==> config.mk <==
export PLATFORM = sky130hd
export DESIGN_NAME = hscr_regs
export DESIGN_NICKNAME = d
export VERILOG_FILES = /design/src/hscr_regs.v
export VERILOG_INCLUDE_DIRS = /design/src
export SDC_FILE = /design/constraint.sdc
export NUM_CORES = 1
export LEC_CHECK = 0
export ABC_AREA = 1
export BUFFER_PORTS_ARGS = -buffer_cell sky130_fd_sc_hd__buf_4
export CAP_MARGIN = 10
export CORE_AREA = 2 2 90 157
export DETAILED_ROUTE_END_ITERATION = 10
export DIE_AREA = 0 0 92 159
export SLEW_MARGIN = 20
export SYNTH_ARGS = -nofsm -noshare
export SYNTH_HDL_FRONTEND = slang
export SYNTH_SLANG_ARGS = --single-unit
==> constraint.sdc <==
create_clock -name clk_sys_in -period 1 [get_ports clk_sys_in]
set_input_delay 0 -clock clk_sys_in [delete_from_list [all_inputs] [get_ports clk_sys_in]]
set_output_delay 0 -clock clk_sys_in [all_outputs]
set_load 0.05 [all_outputs]
==> src/hscr_defines.vh <==
// register offsets, reset values and field positions for the calibration, id and result bank
`ifndef HSCR_DEFINES_VH
`define HSCR_DEFINES_VH
`define HSCR_OFF_GAIN       8'h09
`define HSCR_OFF_OFS1       8'h0A
`define HSCR_OFF_OFS2       8'h0B
`define HSCR_OFF_ADDR       8'h0C
`define HSCR_OFF_VARIANT    8'h0D
`define HSCR_OFF_MAKER_LO   8'h0E
`define HSCR_OFF_MAKER_HI   8'h0F
`define HSCR_OFF_TEMP_HI    8'h10
`define HSCR_OFF_TEMP_LO    8'h11
`define HSCR_OFF_X_HI       8'h12
`define HSCR_OFF_X_LO       8'h13
`define HSCR_RST_BYTE       8'h00
`define HSCR_RST_WORD       16'h0000
`define HSCR_RST_ADDR_REG   8'h6A
`define HSCR_FACTORY_ADDR   7'h35
`define HSCR_UNITY_GAIN     9'h100
`define HSCR_ADDR_UPD_BIT   0
`define HSCR_VARIANT_MSB    1
`define HSCR_RSVD_ZERO6     6'h00
`define HSCR_ADDR_MSB       7
`define HSCR_ADDR_LSB       1
`define HSCR_SIGN_BIT       7
`define HSCR_SIGN_REP       8
`define HSCR_BYTE_LO_MSB    7
`define HSCR_BYTE_LO_LSB    0
`define HSCR_BYTE_HI_MSB    15
`define HSCR_BYTE_HI_LSB    8
`endif

==> src/hscr_regs.v <==
// calibration, address, identification and result register bank of a 3-axis hall sensor
`timescale 1ns/1ps
`include "hscr_defines.vh"
// Contract
// - gain byte is unsigned fraction code/256 applied to selected axis
// - gain code zero is applied as unity gain
// - gained axis chosen by gain axis select and angle axes enable
// - first offset code is signed 8-bit, -128 to +127 steps, on first axis
// - second offset code is signed 8-bit, applied to second axis
// - offset correction equals signed code times one result lsb
// - power-up loads factory address 35h into address field
// - programmed address lost on power cycle; host rewrites it
// - update enable 1 adopts bits 7:1 as address; 0 keeps current
// - read-only 2-bit variant code in bits 1-0, others reserved
// - read-only 16-bit maker code, low byte Eh, high byte Fh
// - temperature result high byte at 10h, low byte at 11h
// - x-axis result high byte at 12h, low byte at 13h
// - result bytes reset to zero before any conversion
// - gain register at offset 9h, reset zero
module hscr_regs #(
  parameter [1:0]  VARIANT_CODE = 2'h1,     // ordered range variant
  parameter [15:0] MAKER_CODE   = 16'hA5C3  // arbitrary value, not a real maker code
) (
  input  wire        clk_sys_in,            // system clock, 200 MHz
  input  wire        nrst_in,               // async reset, active low (power-on)
  input  wire        clk_en_in,             // clock enable, freezes all state when low
  input  wire        reg_wr_in,             // register write strobe
  input  wire        reg_rd_in,             // register read strobe
  input  wire [7:0]  reg_addr_in,           // register byte offset
  input  wire [7:0]  reg_wdata_in,          // write data
  output reg  [7:0]  reg_rdata_out,         // read data, registered
  output reg         reg_rvalid_out,        // read data valid pulse
  input  wire        angle_en_in,           // angle axes enable from angle config
  input  wire        gain_axis_select_in,   // gain axis select bit from sensor config
  input  wire        temp_done_in,          // temperature conversion complete pulse
  input  wire [15:0] temperature_result_in, // new temperature result
  input  wire        x_done_in,             // x-axis conversion complete pulse
  input  wire [15:0] x_axis_result_in,      // new x-axis result
  output reg  [8:0]  gain_factor_out,       // applied gain, unsigned, 9'h100 = 1.0
  output reg  [1:0]  gain_axis_out,         // axis receiving gain: 0 none, 1 first, 2 second
  output reg  [15:0] first_offset_out,      // first-axis offset in result lsbs, signed
  output reg  [15:0] second_offset_out,     // second-axis offset in result lsbs, signed
  output reg  [6:0]  bus_target_addr_out    // active bus target address
);

  localparam [1:0] AXIS_NONE   = 2'h0;
  localparam [1:0] AXIS_FIRST  = 2'h1;
  localparam [1:0] AXIS_SECOND = 2'h2;

  // register storage, one flip-flop byte or word per writable or result register; id registers are constants
  reg [7:0]  axis_gain_fraction_ff;
  reg [7:0]  first_axis_offset_ff;
  reg [7:0]  second_axis_offset_ff;
  reg [7:0]  bus_target_address_ff;
  reg [15:0] temperature_result_ff;
  reg [15:0] x_axis_result_ff;
  reg [6:0]  active_addr_ff;
  reg [7:0]  nxt_rdata;
  // next values and decoded write strobes
  reg [8:0]  nxt_gain_factor;
  reg [1:0]  nxt_gain_axis;
  reg [6:0]  nxt_active_addr;
  wire       gain_wr_hit;
  wire       ofs1_wr_hit;
  wire       ofs2_wr_hit;
  wire       addr_wr_hit;

  // sign-extend an offset code to result width; one code step equals one result lsb
  function [15:0] hscr_ofs_ext;
    input [7:0] code;
    begin
      hscr_ofs_ext = {{`HSCR_SIGN_REP{code[`HSCR_SIGN_BIT]}}, code};
    end
  endfunction

  // write strobe gated by address, shared by all writable registers
  function hscr_hit;
    input       wr;
    input [7:0] addr;
    input [7:0] target;
    begin
      hscr_hit = wr && (addr == target);
    end
  endfunction

  // per-register write strobes; id and result offsets get none, so writes there are dropped
  assign gain_wr_hit = hscr_hit(reg_wr_in, reg_addr_in, `HSCR_OFF_GAIN);
  assign ofs1_wr_hit = hscr_hit(reg_wr_in, reg_addr_in, `HSCR_OFF_OFS1);
  assign ofs2_wr_hit = hscr_hit(reg_wr_in, reg_addr_in, `HSCR_OFF_OFS2);
  assign addr_wr_hit = hscr_hit(reg_wr_in, reg_addr_in, `HSCR_OFF_ADDR);

  // gain fraction register; its zero reset value is read by the datapath as unity
  always @(posedge clk_sys_in or negedge nrst_in)
  begin
    if (!nrst_in)
    begin
      axis_gain_fraction_ff <= `HSCR_RST_BYTE;
    end
    else if (clk_en_in)
    begin
      if (gain_wr_hit)
      begin
        axis_gain_fraction_ff <= reg_wdata_in;
      end
    end
  end

  // first-axis offset code, kept raw; sign handling happens at the output
  always @(posedge clk_sys_in or negedge nrst_in)
  begin
    if (!nrst_in)
    begin
      first_axis_offset_ff <= `HSCR_RST_BYTE;
    end
    else if (clk_en_in)
    begin
      if (ofs1_wr_hit)
      begin
        first_axis_offset_ff <= reg_wdata_in;
      end
    end
  end

  // second-axis offset code, kept raw like the first
  always @(posedge clk_sys_in or negedge nrst_in)
  begin
    if (!nrst_in)
    begin
      second_axis_offset_ff <= `HSCR_RST_BYTE;
    end
    else if (clk_en_in)
    begin
      if (ofs2_wr_hit)
      begin
        second_axis_offset_ff <= reg_wdata_in;
      end
    end
  end

  // address register; reset holds the factory address with update enable cleared
  always @(posedge clk_sys_in or negedge nrst_in)
  begin
    if (!nrst_in)
    begin
      bus_target_address_ff <= `HSCR_RST_ADDR_REG;
    end
    else if (clk_en_in)
    begin
      if (addr_wr_hit)
      begin
        bus_target_address_ff <= reg_wdata_in;
      end
    end
  end

  // adopt the new address only while update enable is set, so a partial edit is harmless
  always @*
  begin
    nxt_active_addr = active_addr_ff;
    if (bus_target_address_ff[`HSCR_ADDR_UPD_BIT])
    begin
      nxt_active_addr = bus_target_address_ff[`HSCR_ADDR_MSB:`HSCR_ADDR_LSB];
    end
  end

  // adopted address; power-on reset brings back the factory value, so the host must rewrite it
  always @(posedge clk_sys_in or negedge nrst_in)
  begin
    if (!nrst_in)
    begin
      active_addr_ff <= `HSCR_FACTORY_ADDR;
    end
    else if (clk_en_in)
    begin
      active_addr_ff <= nxt_active_addr;
    end
  end

  // temperature result capture; read-only from the bus side, so writes never reach here
  always @(posedge clk_sys_in or negedge nrst_in)
  begin
    if (!nrst_in)
    begin
      temperature_result_ff <= `HSCR_RST_WORD;
    end
    else if (clk_en_in)
    begin
      if (temp_done_in)
      begin
        temperature_result_ff <= temperature_result_in;
      end
    end
  end

  // x-axis result capture; no snapshot, so a done pulse between byte reads can tear the word
  always @(posedge clk_sys_in or negedge nrst_in)
  begin
    if (!nrst_in)
    begin
      x_axis_result_ff <= `HSCR_RST_WORD;
    end
    else if (clk_en_in)
    begin
      if (x_done_in)
      begin
        x_axis_result_ff <= x_axis_result_in;
      end
    end
  end

  // read mux; id and result offsets decode only on reads, writes to them fall through
  always @*
  begin
    nxt_rdata = `HSCR_RST_BYTE;
    case (reg_addr_in)
      // calibration and address readback
      `HSCR_OFF_GAIN:      nxt_rdata = axis_gain_fraction_ff;
      `HSCR_OFF_OFS1:      nxt_rdata = first_axis_offset_ff;
      `HSCR_OFF_OFS2:      nxt_rdata = second_axis_offset_ff;
      `HSCR_OFF_ADDR:      nxt_rdata = bus_target_address_ff;
      // identification, fixed when the variant is built
      `HSCR_OFF_VARIANT:   nxt_rdata = {`HSCR_RSVD_ZERO6, VARIANT_CODE};
      `HSCR_OFF_MAKER_LO:  nxt_rdata = MAKER_CODE[`HSCR_BYTE_LO_MSB:`HSCR_BYTE_LO_LSB];
      `HSCR_OFF_MAKER_HI:  nxt_rdata = MAKER_CODE[`HSCR_BYTE_HI_MSB:`HSCR_BYTE_HI_LSB];
      // conversion results, high byte at the lower offset
      `HSCR_OFF_TEMP_HI:   nxt_rdata = temperature_result_ff[`HSCR_BYTE_HI_MSB:`HSCR_BYTE_HI_LSB];
      `HSCR_OFF_TEMP_LO:   nxt_rdata = temperature_result_ff[`HSCR_BYTE_LO_MSB:`HSCR_BYTE_LO_LSB];
      `HSCR_OFF_X_HI:      nxt_rdata = x_axis_result_ff[`HSCR_BYTE_HI_MSB:`HSCR_BYTE_HI_LSB];
      `HSCR_OFF_X_LO:      nxt_rdata = x_axis_result_ff[`HSCR_BYTE_LO_MSB:`HSCR_BYTE_LO_LSB];
      default:             nxt_rdata = `HSCR_RST_BYTE;
    endcase
  end

  // read valid pulse follows every accepted read strobe by one cycle
  always @(posedge clk_sys_in or negedge nrst_in)
  begin
    if (!nrst_in)
    begin
      reg_rvalid_out <= 1'b0;
    end
    else if (clk_en_in)
    begin
      reg_rvalid_out <= reg_rd_in;
    end
  end

  // read data held until the next read, so a slow host may still pick it up
  always @(posedge clk_sys_in or negedge nrst_in)
  begin
    if (!nrst_in)
    begin
      reg_rdata_out <= `HSCR_RST_BYTE;
    end
    else if (clk_en_in)
    begin
      if (reg_rd_in)
      begin
        reg_rdata_out <= nxt_rdata;
      end
    end
  end

  // zero code would null the axis, so it stands for unity instead
  always @*
  begin
    if (axis_gain_fraction_ff == `HSCR_RST_BYTE)
    begin
      nxt_gain_factor = `HSCR_UNITY_GAIN;
    end
    else
    begin
      nxt_gain_factor = {1'b0, axis_gain_fraction_ff};
    end
  end

  // gain only meaningful with angle axes enabled; select picks first or second
  always @*
  begin
    if (!angle_en_in)
    begin
      nxt_gain_axis = AXIS_NONE;
    end
    else if (gain_axis_select_in)
    begin
      nxt_gain_axis = AXIS_SECOND;
    end
    else
    begin
      nxt_gain_axis = AXIS_FIRST;
    end
  end

  // gain factor registered so the datapath sees glitch-free values
  always @(posedge clk_sys_in or negedge nrst_in)
  begin
    if (!nrst_in)
    begin
      gain_factor_out <= `HSCR_UNITY_GAIN;
    end
    else if (clk_en_in)
    begin
      gain_factor_out <= nxt_gain_factor;
    end
  end

  // gained axis registered; it trails the axis inputs by one cycle
  always @(posedge clk_sys_in or negedge nrst_in)
  begin
    if (!nrst_in)
    begin
      gain_axis_out <= AXIS_NONE;
    end
    else if (clk_en_in)
    begin
      gain_axis_out <= nxt_gain_axis;
    end
  end

  // first offset in result lsbs; one code step is one lsb, so a plain sign extension suffices
  always @(posedge clk_sys_in or negedge nrst_in)
  begin
    if (!nrst_in)
    begin
      first_offset_out <= `HSCR_RST_WORD;
    end
    else if (clk_en_in)
    begin
      first_offset_out <= hscr_ofs_ext(first_axis_offset_ff);
    end
  end

  // second offset in result lsbs, same scaling as the first
  always @(posedge clk_sys_in or negedge nrst_in)
  begin
    if (!nrst_in)
    begin
      second_offset_out <= `HSCR_RST_WORD;
    end
    else if (clk_en_in)
    begin
      second_offset_out <= hscr_ofs_ext(second_axis_offset_ff);
    end
  end

  // active address output trails the adopted address by one cycle
  always @(posedge clk_sys_in or negedge nrst_in)
  begin
    if (!nrst_in)
    begin
      bus_target_addr_out <= `HSCR_FACTORY_ADDR;
    end
    else if (clk_en_in)
    begin
      bus_target_addr_out <= active_addr_ff;
    end
  end

endmodule // hscr_regs

==> metrics.cfg <==
[status]
status = complete, but fails checks
violations = setup timing

[setup_path]
crit_path_start_kind = register
cpMostUsedCell = buf_6
crit_fanout = 5
critPathTopFamily = flip-flops
timing.rr.start = bus_target_address_ff[0]$_DFFE_PN0P_
end_kind = primary output
slowest_delay_ns = 0.41
critical_path_class = reg -> out
path_cells = buf_6, buf_6
r2r_end = active_addr_ff[6]$_DFFE_PN0P_
ff2ff_setup_slack_ns = -0.03
path_buf_inv = 2
cp.arrival_ns = 1.11
cpMaxStageDelayCell = dfrtp_2
critical_path_cell_count = 2
r2r_cells = 2
crit_required_ns = 1.00

[layout]
nets = 828
stdcell_area_mm2 = 0.00816
finalNonFillerCells = 958
fillers = 1128
num_antenna_cells = 0
seq_area_mm2 = 0.00287
final_common_cell = nand2_1
syn2layout_area_growth_pct = 56.4
finish.utilization = 0.613
layout_common_cells = 171 x nand2_1, 119 x buf_4, 98 x dfrtp_1
layout-drive-gt1-share = 0.444
multi_input_area_mm2 = 0.00213

[floorplan]
core_mm2 = 0.0133
start_util = 0.392
row_count = 56
die_x_um = 92
die_h_um = 159
die_area_mm2 = 0.0146
num_io_pins = 116

[place]
dp_cells = 863
gp_congestion = 0.915
pre_cts_ws_ns = -0.274
io_buffers = 115
dpl.hpwl_um = 10900
place_area_mm2 = 0.00657

[clock_network]
numCtsBuffers = 17
insertion_delay_ns = 0.42
cts_tree = built
clock_sinks = 114
root_buffer = clkbuf_16
clk_pin_slew_ns = 0.06
clockBufferDepth = 2
htree_levels = 4

[logic_synthesis]
yosysUniqueCellTypes = 27
yosysWarnings = 0
syn-instance-count = 559
ys_ff_latch = 114
ys_seq_area_frac = 0.550
synth.avg_cell_area_um2 = 9.34
syn_area_mm2 = 0.00522
syn_nets = 616

[routing]
drt-wirelength-per-cell_um = 15.4
drt_wl_total_um = 14700
dr.pass1.iters = 5
final_antenna_net_count = 0
drc = 0
vias = 4574
drtIter0Drc = 191
via_per_inst = 4.77

[pwr]
ir_worst_vdd_v = 0.00151
comb_power_share = 0.121
power_density_mw_per_mm2 = 1620
seq_power_share = 0.386
power.internal_mw = 9.95
p_leak_nw = 4.09
power.net_switching_mw = 3.26
power_mw = 13.2
power.share.clock = 0.493
switching_share = 0.247

[sta]
hold_viol = 0
min_period_over_period = 1.11
min_period_ns = 1.11
final_max_slew_viol_count = 0
max_freq_mhz = 900
setup_tns_ns = -2.52
worst_slew_pin_slew_ns = 0.358
finalSetupViolations = 33
relSlewSlack = 0.761
rsz0062_at_grt = yes
skew_ns = 0.00953
finalWorstSetupSlack_ns = -0.111
whs_ns = 0.0104

[hold_path]
worstHoldEndpoint = bus_target_addr_out[2]$_DFFE_PN1P_
hold_path_class = in -> reg
whs_path_depth = 4
hold_start = clk_en_in

[grt]
grtUsageTotal = 0.208
grt-ovfl-total = 0
grt_pass1_wl_um = 23300
antenna_found_initial = 0
grt_pass1_vias = 4637
grt_max_degree = 36

[flow_run]
maxCapViolCount = 0

Yosys cell counts:
master    instances  area, um^2
o21a_1            1        7.51
dfrtp_1         101        2530
nand2_1         181         679
clkbuf_1          4        15.0
nor2_4            5        56.3
o21ai_1          25         125
dfstp_2          13         342
buf_6             2        22.5
inv_1            20        75.1
a22o_1            1        8.76
nand3_4           1        17.5
nand3_1          59         295
inv_2            12        45.0
o31ai_1           1        7.51
nand4_1           1        6.26
nor2_1           32         120
nand2_4           1        11.3
buf_4            18         135
o21ai_0           2        10.0
o21ai_2          16         140
nand2_2           6        37.5
nand3_2           1        10.0
buf_2             8        40.0
buf_1             2        7.51
mux2_2           39         439
a21oi_1           4        20.0
nor2_2            3        18.8
routing by layer:
metal,global-route usage,share of wire,vias up
met5,0,0,-
met4,0.0767,0.023,0
met3,0.0402,0.035,17
met2,0.397,0.58,119
met1,0.220,0.36,2205
li1,-,-,2233
worst register-to-register path: stages, from the launching register on:
cell and delay, ns:
dfrtp_1 0.43, nand2_4 0.16, mux2_4 0.32
cell families (layout without fill, tap and decap cells):
logic type | count (synthesis) | in the layout | share of synthesized area
DFF | 114 | 114 | 0.550
AOI/OAI and AO/OA | 50 | 50 | 0.0611
muxes | 39 | 39 | 0.0841
and+or+nand+nor | 290 | 290 | 0.240
buffers and inverters | 66 | 291 | 0.0652
state kept, by name (all words and copies together) (netlist names):
register and cells:
gain_axis_out 2, temperature_result_ff 16, active_addr_ff 7, axis_gain_fraction_ff 8
first_offset_out 8, bus_target_address_ff 8, reg_rdata_out 8, gain_factor_out 9
x_axis_result_ff 16, reg_rvalid_out 1, second_axis_offset_ff 8, second_offset_out 8
bus_target_addr_out 7, first_axis_offset_ff 8
how the worst max path moves through the flow:
stage / slack [ns] / endpoint / from
detailed placement: -0.27 / reg_rdata_out[3]$_DFFE_PN0P_ / reg_addr_in[2]
floorplan: 0.04 / active_addr_ff[1]$_DFFE_PN0P_ / bus_target_address_ff[0]$_DFFE_PN0P_
CTS: -0.12 / bus_target_addr_out[0] / bus_target_addr_out[0]$_DFFE_PN1P_
global placement: -0.27 / reg_rdata_out[3]$_DFFE_PN0P_ / reg_addr_in[2]
global route: -0.14 / bus_target_addr_out[0] / bus_target_addr_out[0]$_DFFE_PN1P_
finish: -0.11 / first_offset_out[10] / first_offset_out[7]$_DFFE_PN0P_
power groups by stage:
stage / combinational (mW) / sequential [mW] / clock (mW)
2_1_floorplan: 0.562 / 5.29 / 0
4_1_cts: 1.54 / 5.10 / 6.61
5_1_grt: 1.72 / 5.13 / 6.87
3_5_place_dp: 1.36 / 5.17 / 0
6_report: 1.59 / 5.11 / 6.52
3_3_place_gp: 1.34 / 5.16 / 0
cell type report:
class / instances / area share
repair buffers: 227 / 0.267
flip-flops and latches: 114 / 0.352
multi-input cells: 379 / 0.261
inverters: 32 / 0.0147
clock inverters: 14 / 0.0248
clock buffers: 18 / 0.0538
well taps: 174 / 0.0267
what timing repair did:
action / in CTS / in global routing
hold buffers: 45 / 0
endpoints found under the setup margin: 45 / 71
buffers inserted: 3 / 15
pin swaps: 17 / 26
resized for setup: 42 / 70
hold endpoints to repair: 178 / 0
Note: power is estimated with default switching activity, not from simulation.
